--- src/usb_test_pkg.sv ---
package usb_test_pkg;

  localparam int ADDR_W = 9;
  localparam int DATA_W = 8;

  // Register offsets
  localparam logic [8:0] TEST_CTRL_OFS   = 9'h106;
  localparam logic [8:0] CH_FIFO_CTL_OFS = 9'h108;
  localparam logic [8:0] PAYLOAD_OFS     = 9'h1f0;
  localparam logic [8:0] STATUS_OFS      = 9'h1f1;
  localparam logic [8:0] FILL_OFS        = 9'h1f2;

  // Test control fields and values
  localparam int         ARM_BIT       = 7;
  localparam int         FORCE_BIT     = 4;
  localparam int         RX_HOLD_BIT   = 3;
  localparam int         J_BIT         = 2;
  localparam int         K_BIT         = 1;
  localparam int         PKT_BIT       = 0;
  localparam logic [7:0] MODE_MASK     = 8'h1f;
  localparam logic [7:0] CTRL_WR_MASK  = 8'h9f;
  localparam logic [7:0] TEST_CTRL_RST = 8'h00;
  localparam logic [7:0] TEST_EXIT_VAL = 8'h00;

  // Channel FIFO control fields
  localparam int AREA_CLR_BIT = 0;
  localparam int ALL_CLR_BIT = 5;

  // Status fields
  localparam int ST_READY_BIT = 7;
  localparam int ST_OVFL_BIT  = 6;
  localparam int ST_ACT_BIT   = 5;
  localparam int ST_TX_BIT    = 4;

  // Packet framing
  localparam logic [7:0]  PID_DATA0 = 8'hc3;
  localparam logic [15:0] CRC_INIT  = 16'hffff;
  localparam logic [15:0] CRC_POLY  = 16'ha001;

  // Sizes
  localparam logic [6:0] AREA_BYTES = 7'h40;
  localparam int         AREA_DEPTH = 64;
  localparam int         FIFO_DEPTH = 8;

  // Host port state codes
  typedef logic [2:0] host_state_t;
  localparam host_state_t HOST_IDLE         = 3'h0;
  localparam host_state_t HOST_WAIT_CONNECT = 3'h1;
  localparam host_state_t HOST_DISABLED     = 3'h2;
  localparam host_state_t HOST_SUSPEND      = 3'h3;

  typedef enum {MODE_NONE, MODE_FORCE, MODE_RX_HOLD, MODE_J, MODE_K,
                MODE_PKT} test_mode_t;
  typedef enum {TX_IDLE, TX_PID, TX_DATA, TX_CRC_LO, TX_CRC_HI,
                TX_END} tx_state_t;

endpackage

--- src/byte_stream_if.sv ---
interface byte_stream_if #(parameter int W = 8);
  logic         valid;
  logic         ready;
  logic [W-1:0] data;

  modport src (output valid, output data, input ready);
  modport snk (input valid, input data, output ready);
endinterface

--- src/payload_fifo.sv ---
module payload_fifo #(
  parameter int WIDTH = 8,
  parameter int DEPTH = 8
) (
  input wire logic    clk_sys,
  input wire logic    nrst,
  input wire logic    clr,
  byte_stream_if.snk  in_s,
  byte_stream_if.src  out_s
);
  localparam int AW = $clog2(DEPTH);
  localparam logic [AW:0] FULL_CNT = (AW+1)'(DEPTH);

  logic [WIDTH-1:0] mem [DEPTH];
  logic [AW-1:0]    wp_q, wp_d;
  logic [AW-1:0]    rp_q, rp_d;
  logic [AW:0]      cnt_q, cnt_d;
  logic             push;
  logic             pop;

  assign in_s.ready  = cnt_q != FULL_CNT;
  assign out_s.valid = cnt_q != '0;
  assign out_s.data  = mem[rp_q];
  assign push        = in_s.valid & in_s.ready;
  assign pop         = out_s.valid & out_s.ready;

  always_comb
  begin
    wp_d  = wp_q;
    rp_d  = rp_q;
    cnt_d = cnt_q;
    if (clr)
    begin
      wp_d  = '0;
      rp_d  = '0;
      cnt_d = '0;
    end
    else
    begin
      if (push)
        wp_d = (wp_q == AW'(DEPTH - 1)) ? '0 : wp_q + 1'b1;
      if (pop)
        rp_d = (rp_q == AW'(DEPTH - 1)) ? '0 : rp_q + 1'b1;
      cnt_d = cnt_q + (AW+1)'(push) - (AW+1)'(pop);
    end
  end

  always_ff @(posedge clk_sys)
  begin
    if (push)
      mem[wp_q] <= in_s.data;
  end

  always_ff @(posedge clk_sys or negedge nrst)
  begin
    if (!nrst)
    begin
      wp_q  <= '0;
      rp_q  <= '0;
      cnt_q <= '0;
    end
    else
    begin
      wp_q  <= wp_d;
      rp_q  <= rp_d;
      cnt_q <= cnt_d;
    end
  end
endmodule

--- src/usb_crc16.sv ---
module usb_crc16 (
  input  wire logic        clk_sys,
  input  wire logic        nrst,
  input  wire logic        init,
  input  wire logic        en,
  input  wire logic [7:0]  byte_in,
  output logic      [15:0] crc
);
  import usb_test_pkg::*;

  logic [15:0] crc_q, crc_d;

  // Reflected CRC-16 over one byte, LSB first as on the wire
  function automatic logic [15:0] crc_step(input logic [15:0] c,
                                           input logic [7:0]  b);
    logic [15:0] r;
    r = c ^ {8'h00, b};
    for (int i = 0; i < 8; i++)
      r = r[0] ? ((r >> 1) ^ CRC_POLY) : (r >> 1);
    return r;
  endfunction

  assign crc = crc_q;

  always_comb
  begin
    crc_d = crc_q;
    if (init)
      crc_d = CRC_INIT;
    else if (en)
      crc_d = crc_step(crc_q, byte_in);
  end

  always_ff @(posedge clk_sys or negedge nrst)
  begin
    if (!nrst)
      crc_q <= CRC_INIT;
    else
      crc_q <= crc_d;
  end
endmodule

--- src/usb_host_test_mode_control.sv ---
// Design decision made here: the plain strobed port.
module usb_host_test_mode_control (
  input  wire logic                      clk_sys,
  input  wire logic                      nrst,
  input  wire logic [8:0]                reg_addr,
  input  wire logic [7:0]                reg_wdata,
  input  wire logic                      reg_wr,
  input  wire logic                      reg_rd,
  output logic      [7:0]                reg_rdata,
  input  wire usb_test_pkg::host_state_t host_state,
  input  wire logic                      tx_ready,
  output logic                           tx_valid,
  output logic      [7:0]                tx_data,
  output logic                           tx_last,
  output logic                           sof_enable,
  output logic                           rx_hold,
  output logic                           drive_j,
  output logic                           drive_k,
  output logic                           test_active,
  output logic                           host_to_idle
);
  import usb_test_pkg::*;

  byte_stream_if #(.W(8)) fill_s ();
  byte_stream_if #(.W(8)) drain_s ();

  logic [7:0]  area [AREA_DEPTH];
  logic [7:0]  ctrl_q, ctrl_d;
  test_mode_t  mode_q, mode_d;
  logic [7:0]  rdata_q, rdata_d;
  logic        ovfl_q, ovfl_d;
  logic [6:0]  fill_q, fill_d;
  logic        area_clr;
  logic        area_wr;
  logic        sof_q, sof_d;
  logic        rxh_q, rxh_d;
  logic        j_q, j_d;
  logic        k_q, k_d;
  logic        act_q, act_d;
  logic        idle_q, idle_d;
  tx_state_t   tx_q, tx_d;
  logic [6:0]  idx_q, idx_d;
  logic        txv_q, txv_d;
  logic [7:0]  txb_q, txb_d;
  logic        txl_q, txl_d;
  logic        accept;
  logic        crc_init;
  logic        crc_en;
  logic [15:0] crc;

  function automatic logic entry_ok(input host_state_t s);
    return (s == HOST_WAIT_CONNECT) || (s == HOST_DISABLED) ||
           (s == HOST_SUSPEND);
  endfunction

  // Highest set bit wins if several mode bits are armed together
  function automatic test_mode_t decode_mode(input logic [7:0] v);
    if (v[FORCE_BIT])
      return MODE_FORCE;
    else if (v[RX_HOLD_BIT])
      return MODE_RX_HOLD;
    else if (v[J_BIT])
      return MODE_J;
    else if (v[K_BIT])
      return MODE_K;
    else if (v[PKT_BIT])
      return MODE_PKT;
    else
      return MODE_NONE;
  endfunction

  // Payload writes enter the FIFO; a full FIFO refuses them
  assign fill_s.valid  = reg_wr && (reg_addr == PAYLOAD_OFS);
  assign fill_s.data   = reg_wdata;
  // Area stops draining while the packet is being sent
  assign drain_s.ready = (fill_q != AREA_BYTES) && (mode_q != MODE_PKT);
  assign area_wr       = drain_s.valid & drain_s.ready;
  assign accept        = txv_q & tx_ready;

  payload_fifo #(.WIDTH(8), .DEPTH(FIFO_DEPTH)) u_fifo (
    .clk_sys (clk_sys),
    .nrst    (nrst),
    .clr     (area_clr),
    .in_s    (fill_s),
    .out_s   (drain_s)
  );

  usb_crc16 u_crc (
    .clk_sys (clk_sys),
    .nrst    (nrst),
    .init    (crc_init),
    .en      (crc_en),
    .byte_in (txb_q),
    .crc     (crc)
  );

  // Control register, mode selection and FIFO clear
  always_comb
  begin
    ctrl_d   = ctrl_q;
    mode_d   = mode_q;
    idle_d   = 1'b0;
    area_clr = 1'b0;
    ovfl_d   = ovfl_q;
    if (reg_wr && reg_addr == TEST_CTRL_OFS)
    begin
      if (reg_wdata == TEST_EXIT_VAL)
      begin
        ctrl_d = TEST_CTRL_RST;
        mode_d = MODE_NONE;
        idle_d = mode_q != MODE_NONE;
      end
      else if (mode_q == MODE_NONE)
      begin
        ctrl_d = reg_wdata & CTRL_WR_MASK;
        // Packet bit may be stored first, but the arming write must carry the mode bit again
        if (reg_wdata[ARM_BIT] && (reg_wdata & MODE_MASK) != 8'h00 &&
            entry_ok(host_state))
          mode_d = decode_mode(reg_wdata);
      end
    end
    else if (reg_wr && reg_addr == CH_FIFO_CTL_OFS)
    begin
      // Clearing is ignored while the payload is in use
      if ((reg_wdata[AREA_CLR_BIT] || reg_wdata[ALL_CLR_BIT]) &&
          mode_q != MODE_PKT)
        area_clr = 1'b1;
    end
    else if (reg_wr && reg_addr == STATUS_OFS && reg_wdata[ST_OVFL_BIT])
      ovfl_d = 1'b0;
    // A refused payload write sets the flag even while it is cleared
    if (fill_s.valid && !fill_s.ready)
      ovfl_d = 1'b1;
  end

  // Line state controls follow the mode
  always_comb
  begin
    sof_d = mode_d == MODE_FORCE;
    rxh_d = mode_d == MODE_RX_HOLD;
    j_d   = mode_d == MODE_J;
    k_d   = mode_d == MODE_K;
    act_d = mode_d != MODE_NONE;
  end

  // Channel zero payload area fill level
  always_comb
  begin
    fill_d = fill_q;
    if (area_clr)
      fill_d = '0;
    else if (area_wr)
      fill_d = fill_q + 7'h01;
  end

  // Register read data, one cycle after the strobe
  always_comb
  begin
    rdata_d = 8'h00;
    if (reg_rd)
    begin
      if (reg_addr == TEST_CTRL_OFS)
        rdata_d = ctrl_q;
      else if (reg_addr == STATUS_OFS)
      begin
        rdata_d[ST_READY_BIT] = fill_s.ready;
        rdata_d[ST_OVFL_BIT]  = ovfl_q;
        rdata_d[ST_ACT_BIT]   = act_q;
        rdata_d[ST_TX_BIT]    = tx_q != TX_IDLE;
      end
      else if (reg_addr == FILL_OFS)
        rdata_d = {1'b0, fill_q};
    end
  end

  // Test packet sender: PID, channel zero payload, CRC16, repeated
  always_comb
  begin
    tx_d     = tx_q;
    idx_d    = idx_q;
    txv_d    = txv_q;
    txb_d    = txb_q;
    txl_d    = txl_q;
    crc_init = 1'b0;
    crc_en   = 1'b0;
    if (mode_q != MODE_PKT)
    begin
      tx_d  = TX_IDLE;
      txv_d = 1'b0;
      txl_d = 1'b0;
    end
    else
    begin
      case (tx_q)
        TX_IDLE:
        begin
          if (fill_q != 7'h00)
          begin
            txv_d    = 1'b1;
            txb_d    = PID_DATA0;
            txl_d    = 1'b0;
            idx_d    = '0;
            crc_init = 1'b1;
            tx_d     = TX_PID;
          end
        end
        TX_PID:
        begin
          if (accept)
          begin
            txb_d = area[idx_q[5:0]];
            idx_d = idx_q + 7'h01;
            tx_d  = TX_DATA;
          end
        end
        TX_DATA:
        begin
          if (accept)
          begin
            crc_en = 1'b1;
            if (idx_q == fill_q)
            begin
              // Wait one cycle for the last byte to reach the CRC
              txv_d = 1'b0;
              tx_d  = TX_CRC_LO;
            end
            else
            begin
              txb_d = area[idx_q[5:0]];
              idx_d = idx_q + 7'h01;
            end
          end
        end
        TX_CRC_LO:
        begin
          txv_d = 1'b1;
          txb_d = ~crc[7:0];
          tx_d  = TX_CRC_HI;
        end
        TX_CRC_HI:
        begin
          if (accept)
          begin
            txb_d = ~crc[15:8];
            txl_d = 1'b1;
            tx_d  = TX_END;
          end
        end
        TX_END:
        begin
          if (accept)
          begin
            txv_d = 1'b0;
            txl_d = 1'b0;
            tx_d  = TX_IDLE;
          end
        end
        default:
          tx_d = TX_IDLE;
      endcase
    end
  end

  always_ff @(posedge clk_sys)
  begin
    if (area_wr)
      area[fill_q[5:0]] <= drain_s.data;
  end

  always_ff @(posedge clk_sys or negedge nrst)
  begin
    if (!nrst)
    begin
      ctrl_q  <= TEST_CTRL_RST;
      mode_q  <= MODE_NONE;
      rdata_q <= 8'h00;
      ovfl_q  <= 1'b0;
      fill_q  <= '0;
      sof_q   <= 1'b0;
      rxh_q   <= 1'b0;
      j_q     <= 1'b0;
      k_q     <= 1'b0;
      act_q   <= 1'b0;
      idle_q  <= 1'b0;
      tx_q    <= TX_IDLE;
      idx_q   <= '0;
      txv_q   <= 1'b0;
      txb_q   <= 8'h00;
      txl_q   <= 1'b0;
    end
    else
    begin
      ctrl_q  <= ctrl_d;
      mode_q  <= mode_d;
      rdata_q <= rdata_d;
      ovfl_q  <= ovfl_d;
      fill_q  <= fill_d;
      sof_q   <= sof_d;
      rxh_q   <= rxh_d;
      j_q     <= j_d;
      k_q     <= k_d;
      act_q   <= act_d;
      idle_q  <= idle_d;
      tx_q    <= tx_d;
      idx_q   <= idx_d;
      txv_q   <= txv_d;
      txb_q   <= txb_d;
      txl_q   <= txl_d;
    end
  end

  assign reg_rdata    = rdata_q;
  assign tx_valid     = txv_q;
  assign tx_data      = txb_q;
  assign tx_last      = txl_q;
  assign sof_enable   = sof_q;
  assign rx_hold      = rxh_q;
  assign drive_j      = j_q;
  assign drive_k      = k_q;
  assign test_active  = act_q;
  assign host_to_idle = idle_q;

endmodule

--- config.mk ---
export PLATFORM = sky130hd
export DESIGN_NAME = usb_host_test_mode_control
export DESIGN_NICKNAME = d
export VERILOG_FILES = /design/src/usb_test_pkg.sv /design/src/byte_stream_if.sv /design/src/payload_fifo.sv /design/src/usb_crc16.sv /design/src/usb_host_test_mode_control.sv
export SDC_FILE = /design/constraint.sdc
export NUM_CORES = 1
export LEC_CHECK = 0
export ABC_AREA = 1
export BUFFER_PORTS_ARGS = -buffer_cell sky130_fd_sc_hd__buf_2
export CORE_MARGIN = 2
export CORE_UTILIZATION = 46
export CTS_CLUSTER_SIZE = 8
export DETAILED_ROUTE_END_ITERATION = 16
export GPL_TIMING_DRIVEN = 0
export SLEW_MARGIN = 20
export SYNTH_ARGS = -nofsm -noshare
export SYNTH_HDL_FRONTEND = slang
export SYNTH_HIERARCHICAL = 1
export SYNTH_SLANG_ARGS = --single-unit
--- constraint.sdc ---
create_clock -name clk_sys -period 3.6 [get_ports clk_sys]
set_input_delay 0.36 -clock clk_sys [delete_from_list [all_inputs] [get_ports clk_sys]]
set_output_delay 0.36 -clock clk_sys [all_outputs]
set_load 0.02 [all_outputs]
==> run metrics, run 1 <==
Slew Viols, Final 0; post-route cell area 34,690 sq um; TNS Setup 0 ns; status completed; DP HPWL 59,260 um; pin count of the biggest net entering global routing 69; I/O pins 49; Lkg Pwr 0.01416 uW; Top Metal Used met4; TritonCTS clock tree built; Die X 261.1 um; Worst Max-Slew Pin Slew 1.185 ns; layout cells sized above 1 0.1139; R2R cell count 9; Worst R2R Start fill_q[0]$_DFFE_PN0P_; Worst Path Arrival 3.54 ns; DR WL/cell 21.70 um; Clock Sinks 682; Area after DPL 32,040 sq um; final hold vios 0; number of flops mapped to enable cells by yosys 576; grt total ovfl 0; Tot GR Track Use 0.2618; Final Net Count 3,200; Distinct cells, synth 55; DRC Markers 0; Power Dens Cells 686.0 nW/um^2; met3 wire len 8182 um; Internal 16,740 uW; Synth Flop Type edfxtp_1; DRT Pass-1 Iters 8; flops & latches, synth 682; Hold Path End reg_rdata[6]$_DFF_PN0_; startpoint types register; unrepaired setup endpoints after global routing false; vias in the first global route 21,435; Worst Path Required 3.84 ns; Area Overhead vs Synth 14.06%; # Post-CTS Setup Buffers 0; # diodes 0; Max Buffers Root-to-Sink 3; first-pass GRT wire length 131,600 um; total number of vias 22,094; initial core utilization 0.4635; CP top delay family simple AND/OR/NAND/NOR gates; DRT iter0 DRCs 2,638; htree depth 3; GPL Wtd Cong 0.9395; die height 261.1 um; Root Buffer clkbuf_16; Post-Synthesis Cells 3,006; fin crit share 0.9164; R2R setup slack 0.30 ns; routed wl met2 39,870 um; routed wire length 88,260 um; Mean Syn Cell Area 10.12 sq um; Reg-to-Reg End area[34][3]$_DFFE_PP_; largest fanout on the critical path 10; crit path time final 3.299 ns; Flop pwr share 0.462; Clk network pwr share 0.340; Synth Cell Area 30,420 sq um; switching part of the total 0.2968; crit path capture type register; worst hold margin 0.04597 ns; combinational share of power 0.198; max incr delay on CP 0.84 ns; cts bufs inserted 95; Core Box Area 65,630 sq um; Rel. slew slack 0.2099; Yosys warning total 6; WP buf/inv 3; Psw 7065 uW; vias per cell 5.431; latest clock arrival within the worst-skew pair 0.65 ns; max-cap check violation count 0; clock-pin slew on the worst setup and hold paths 0.05 ns; Hold Path Depth 3; M1 WL 37,060 um; sequential cell area fraction in the yosys report 0.6565; critical path class register to register; startpoint of the worst hold path reg_rd; Setup Skew 0.03276 ns; final setup vio count 0; CP max-delay cell nor2_1; Fmax 303.1 MHz; Std-Cell Rows 94; port bufs 48; Die Area 68,200 sq um; worst-path cell chain buf_2, inv_1, ha_1, nand4_1, nand2_1, nor2_4, buf_6, nand4_4, nor2_1; peak supply drop 905.5 uV; class of the worst hold path input pin to register; initial antenna violation count 0; Post-DRT Antenna Nets 0; asr flop ratio synth 0.1554; syn nets 3,045
[state kept, by name, indices dropped and copies added (netlist names), 3 cells and up]
name          count
area            512
ctrl_q            6
fill_q            7
idx_q             7
mode_q           32
reg_rdata         8
tx_data           8
tx_q              3
u_crc/crc        16
u_fifo/cnt_q      4
u_fifo/mem       64
u_fifo/rp_q       3
u_fifo/wp_q       3
[per-layer routing]
metal / vias up / track usage
met5: - / 0
met4: 0 / 0.09738
met3: 188 / 0.05536
met2: 1013 / 0.4092
met1: 10637 / 0.3621
li1: 10256 / -
[worst max path at each step]
stage	startpoint	to	slack, ns	depth (start not counted)
3_3_place_gp	u_fifo/rp_q[1]$_DFFE_PN0P_	area[48][3]$_DFFE_PP_	-0.03	6
3_5_place_dp	fill_q[0]$_DFFE_PN0P_	area[13][1]$_DFFE_PP_	0.37	9
6_report	fill_q[0]$_DFFE_PN0P_	area[34][3]$_DFFE_PP_	0.30	9
5_1_grt	fill_q[0]$_DFFE_PN0P_	area[48][2]$_DFFE_PP_	0.19	9
4_1_cts	fill_q[0]$_DFFE_PN0P_	area[29][3]$_DFFE_PP_	0.32	9
2_1_floorplan	fill_q[0]$_DFFE_PN0P_	u_fifo/cnt_q[2]$_DFF_PN0_	0.81	14
[worst register-to-register path, stage by stage, from the launching register on]
cell and delay [ns]:
dfrtp_1 0.34, buf_2 0.26, inv_1 0.27, ha_1 0.30, nand4_1 0.10, nand2_1 0.12
nor2_4 0.16, buf_6 0.22, nand4_4 0.29, nor2_1 0.85
[final cells by class]
| class | instances | area [sq um] |
|---|---|---|
| Timing Repair Buffer | 58 | 466.7 |
| Tap cell | 864 | 1081 |
| Clock buffer | 135 | 2580 |
| Inverter | 339 | 1296 |
| Multi-Input combinational cell | 1857 | 8539 |
| Sequential cell | 682 | 19970 |
| Buffer | 128 | 711.9 |
| Fill cell | 5746 | 30930 |
| Clock inverter | 5 | 48.80 |
[logic make-up (layout without fill, tap and decap cells)]
family	Yosys count	in the layout	share of synthesized area
AND/OR/NAND/NOR	1561	1561	0.2172
flip-flops	682	682	0.6565
buffers and inverters	467	665	0.06602
AO/OA/AOI/OAI	266	266	0.04891
adder cells (fa/ha/maj)	14	14	0.006006
XOR/XNOR	13	13	0.004237
multiplexers	3	3	0.001111
[what timing repair did]
action / in CTS / in global routing
hold buffers: 1 / 0
endpoints found under the hold margin: 38 / 0
setup endpoints to repair: 0 / 0
resized for setup: 0 / 0
[through the flow]
step | cells | util | total power, uW | setup slack, ns
2_1_floorplan | 3006 | - | 13520 | 0.8059
3_3_place_gp | 3918 | 0.4836 | 15210 | -0.02804
3_5_place_dp | 3927 | 0.4883 | 15830 | 0.3708
4_1_cts | 4068 | 0.5285 | 23860 | 0.3224
5_1_grt | 4068 | 0.5286 | 24630 | 0.1927
6_report | 4068 | 0.5286 | 23800 | 0.3008
[synth_stat cells (all sizes together) (16+ instances only)]
library cell,count,share of area
o21ai,164,0.028
buf,104,0.020
nand2,806,0.10
o211ai,17,0.0042
nor3,17,0.0037
dfrtp,90,0.074
nor2,434,0.055
o22ai,24,0.0049
inv,333,0.041
nand3,270,0.047
dfstp,16,0.014
a21oi,43,0.0071
edfxtp,576,0.57
nand4,27,0.0090
clkbuf,24,0.0030
[power groups by stage]
stage | clock network [uW] | registers, uW | logic, uW
2_1_floorplan | 0 | 11200 | 2340
3_3_place_gp | 0 | 11300 | 3910
3_5_place_dp | 0 | 11100 | 4700
4_1_cts | 8160 | 11000 | 4700
5_1_grt | 8500 | 11000 | 5100
6_report | 8090 | 11000 | 4710
[cells in the final DEF (no fill, tap or decap), types with 5 or more instances in the layout]
cell       Yosys  routed
nand3_2       11      11
nand4_4        7       7
xor2_1         5       5
a22oi_1        5       5
nand2_4        1       9
inv_2         11      11
xnor2_1        6       6
buf_6         11      12
nand2_2       18      18
dfstp_2       16      16
nor2_1       427     427
o21ai_1        9       9
o211ai_1      17      17
inv_1        319     319
clkbuf_16      0      97
clkbuf_1      24      61
clkinv_1       5       7
nand2_1      787     779
a21oi_1       43      43
nand4_1       20      20
o22ai_1       24      24
ha_1          13      13
buf_12         0       5
buf_1         12      12
o21ai_0      148     148
buf_2         62     109
nor3_1        13       5
edfxtp_1     576     576
nor3_2         3      11
buf_4         19      19
nand3_1      258     258
o21ai_2        7       7
dfrtp_1       90      90
Note: power is estimated with default switching activity, not from simulation.
==> run 2, diff against run 1 <==
==> constraint.sdc (replaced) <==
create_clock -name clk_sys -period 2.65 [get_ports clk_sys]
set_input_delay 0.265 -clock clk_sys [delete_from_list [all_inputs] [get_ports clk_sys]]
set_output_delay 0.265 -clock clk_sys [all_outputs]
set_load 0.02 [all_outputs]
==> run metrics, run 2 (same netlist as run 1, synthesis figures left out) <==
startpoint of the worst hold path reg_wdata[0]; fin crit share 0.9874; TNS Setup 0 ns; R2R cell count 15; DRC Markers 0; cts bufs inserted 95; Area Overhead vs Synth 18.84%; Die Area 68,200 sq um; startpoint types register; crit path time final 2.617 ns; crit path capture type register; DRT Pass-1 Iters 6; Worst R2R Start idx_q[0]$_DFFE_PN0P_; layout cells sized above 1 0.1598; vias in the first global route 21,797; CP top delay family simple AND/OR/NAND/NOR gates; Slew Viols, Final 0; clock-pin slew on the worst setup and hold paths 0.05 ns; Post-DRT Antenna Nets 0; Core Box Area 65,630 sq um; # diodes 0; grt total ovfl 0; status completed; final setup vio count 0; latest clock arrival within the worst-skew pair 0.65 ns; max-cap check violation count 0; most common cell after layout, fill and taps aside nand2_1; DRT iter0 DRCs 2,529; Worst Max-Slew Pin Slew 1.094 ns; Max Buffers Root-to-Sink 3; DP HPWL 59,810 um; WP buf/inv 4; Rel. slew slack 0.2689; initial core utilization 0.4635; die height 261.1 um; peak supply drop 1453 uV; class of the worst hold path input pin to register; I/O pins 49; Hold Path End ctrl_q[0]$_DFFE_PN0P_; htree depth 3; port bufs 48; final hold vios 0; Power, Total 33,470 uW; TritonCTS clock tree built; Area after DPL 32,050 sq um; vias per cell 5.507; max reg flops 512; worst-path cell chain inv_2, buf_6, buf_6, buf_2, nand2_1, nand3_1, o21ai_0, nand2_1, nand2_1, nor2_1, nand2_1, nand3_1, nand2_1, nand2_1, a21boi_1; Worst Path Arrival 3.13 ns; Std-Cell Rows 94; CP max-delay cell dfrtp_1; Lkg Pwr 0.01465 uW; unrepaired setup endpoints after global routing true; total number of vias 22,750; first-pass GRT wire length 134,500 um; Setup Skew 0.02723 ns; GPL Wtd Cong 0.9165; Root Buffer clkbuf_16; Tot GR Track Use 0.2675; Die X 261.1 um; most frequent CP cell nand2_1; post-route cell area 36,150 sq um; Reg-to-Reg End tx_data[0]$_DFFE_PN0P_; Worst Path Required 3.17 ns; Clock Sinks 682; initial antenna violation count 0; most frequent cells in the layout nand2_1, edfxtp_1, nor2_1; DR WL/cell 21.96 um; fill cell count 5,669; critical path class register to register; largest fanout on the critical path 10; Hold Path Depth 3; Power Dens Cells 925.9 nW/um^2; Fmax 382.2 MHz; routed wire length 90,700 um; R2R setup slack 0.03 ns; Final Net Count 3,263; max incr delay on CP 0.46 ns; pin count of the biggest net entering global routing 68
run 2: cell types whose count changed in the layout (fill, tap and decap cells not counted), moves of 3 or more:
cell	previous run	this run
nor2_1	427	358
nor2_4	3	60
buf_4	19	55
buf_12	5	32
buf_2	109	95
clkbuf_2	0	12
nor2_2	4	16
clkbuf_1	61	50
clkbuf_4	0	8
dlygate4sd3_1	1	9
inv_1	319	314
buf_1	12	8
inv_4	2	5
run 2: timing repair:
item	CTS	global route
pin swaps	30	20
setup buffers	41	19
gates cloned	0	0
endpoints found under the setup margin	538	275
gates resized for setup	148	57
hold endpoints to repair	152	0
hold buffers	9	0
run 2: tightest hold or removal path: cells and delay by family:
kind	cells	cell delay, ns
AO/OA/AOI/OAI	1	0.06
buffers and inverters	2	0.31
run 2: layer usage:
layer  GRT usage  wire length (um)
met5           0                 0
met4     0.09943              3380
met3     0.04597              7978
met2      0.4235             41900
met1      0.3723             37450
run 2: worst max-delay path by stage:
stage | start | to | slack (ns) | cells after the start
global placement | u_fifo/rp_q[0]$_DFFE_PN0P_ | area[55][5]$_DFFE_PP_ | -0.91 | 7
global route | idx_q[0]$_DFFE_PN0P_ | tx_data[3]$_DFFE_PN0P_ | -0.02 | 14
detailed placement | fill_q[0]$_DFFE_PN0P_ | area[13][7]$_DFFE_PP_ | -0.58 | 9
finish | idx_q[0]$_DFFE_PN0P_ | tx_data[0]$_DFFE_PN0P_ | 0.03 | 15
CTS | mode_q[18]$_DFF_PN0_ | u_fifo/cnt_q[2]$_DFF_PN0_ | 0.008 | 15
floorplan | fill_q[1]$_DFFE_PN0P_ | u_fifo/cnt_q[2]$_DFF_PN0_ | 0.02 | 13
run 2: stage by stage:
step	hold WS [ns]	std cells	setup WS (ns)	utilization
3_5_place_dp	0.2085	3927	-0.5785	0.4884
5_1_grt	0.02822	4131	-0.02467	0.5508
2_1_floorplan	-0.03059	3006	0.02131	-
6_report	0.03547	4131	0.03337	0.5508
4_1_cts	0.002423	4113	0.008252	0.5448
3_3_place_gp	0.4724	3918	-0.9088	0.4837
run 2: area by class of cell:
cell class	instances	area, sq um	share of cell area
inverter	339	1305	0.03610
timing repair buffer	126	1310	0.03624
sequential	682	19970	0.5525
tap	864	1081	0.02991
multi-input combinational	1857	9069	0.2509
buffer	123	775.7	0.02146
clock inverter	4	40.04	0.001108
clock buffer	136	2595	0.07179
run 2: report_power, final:
group	leakage, uW	switching (uW)	internal [uW]
sequential	0.00638	260	14700
combinational	0.00699	5590	1910
clock	0.00127	4390	6650
total	0.0146	10200	23200
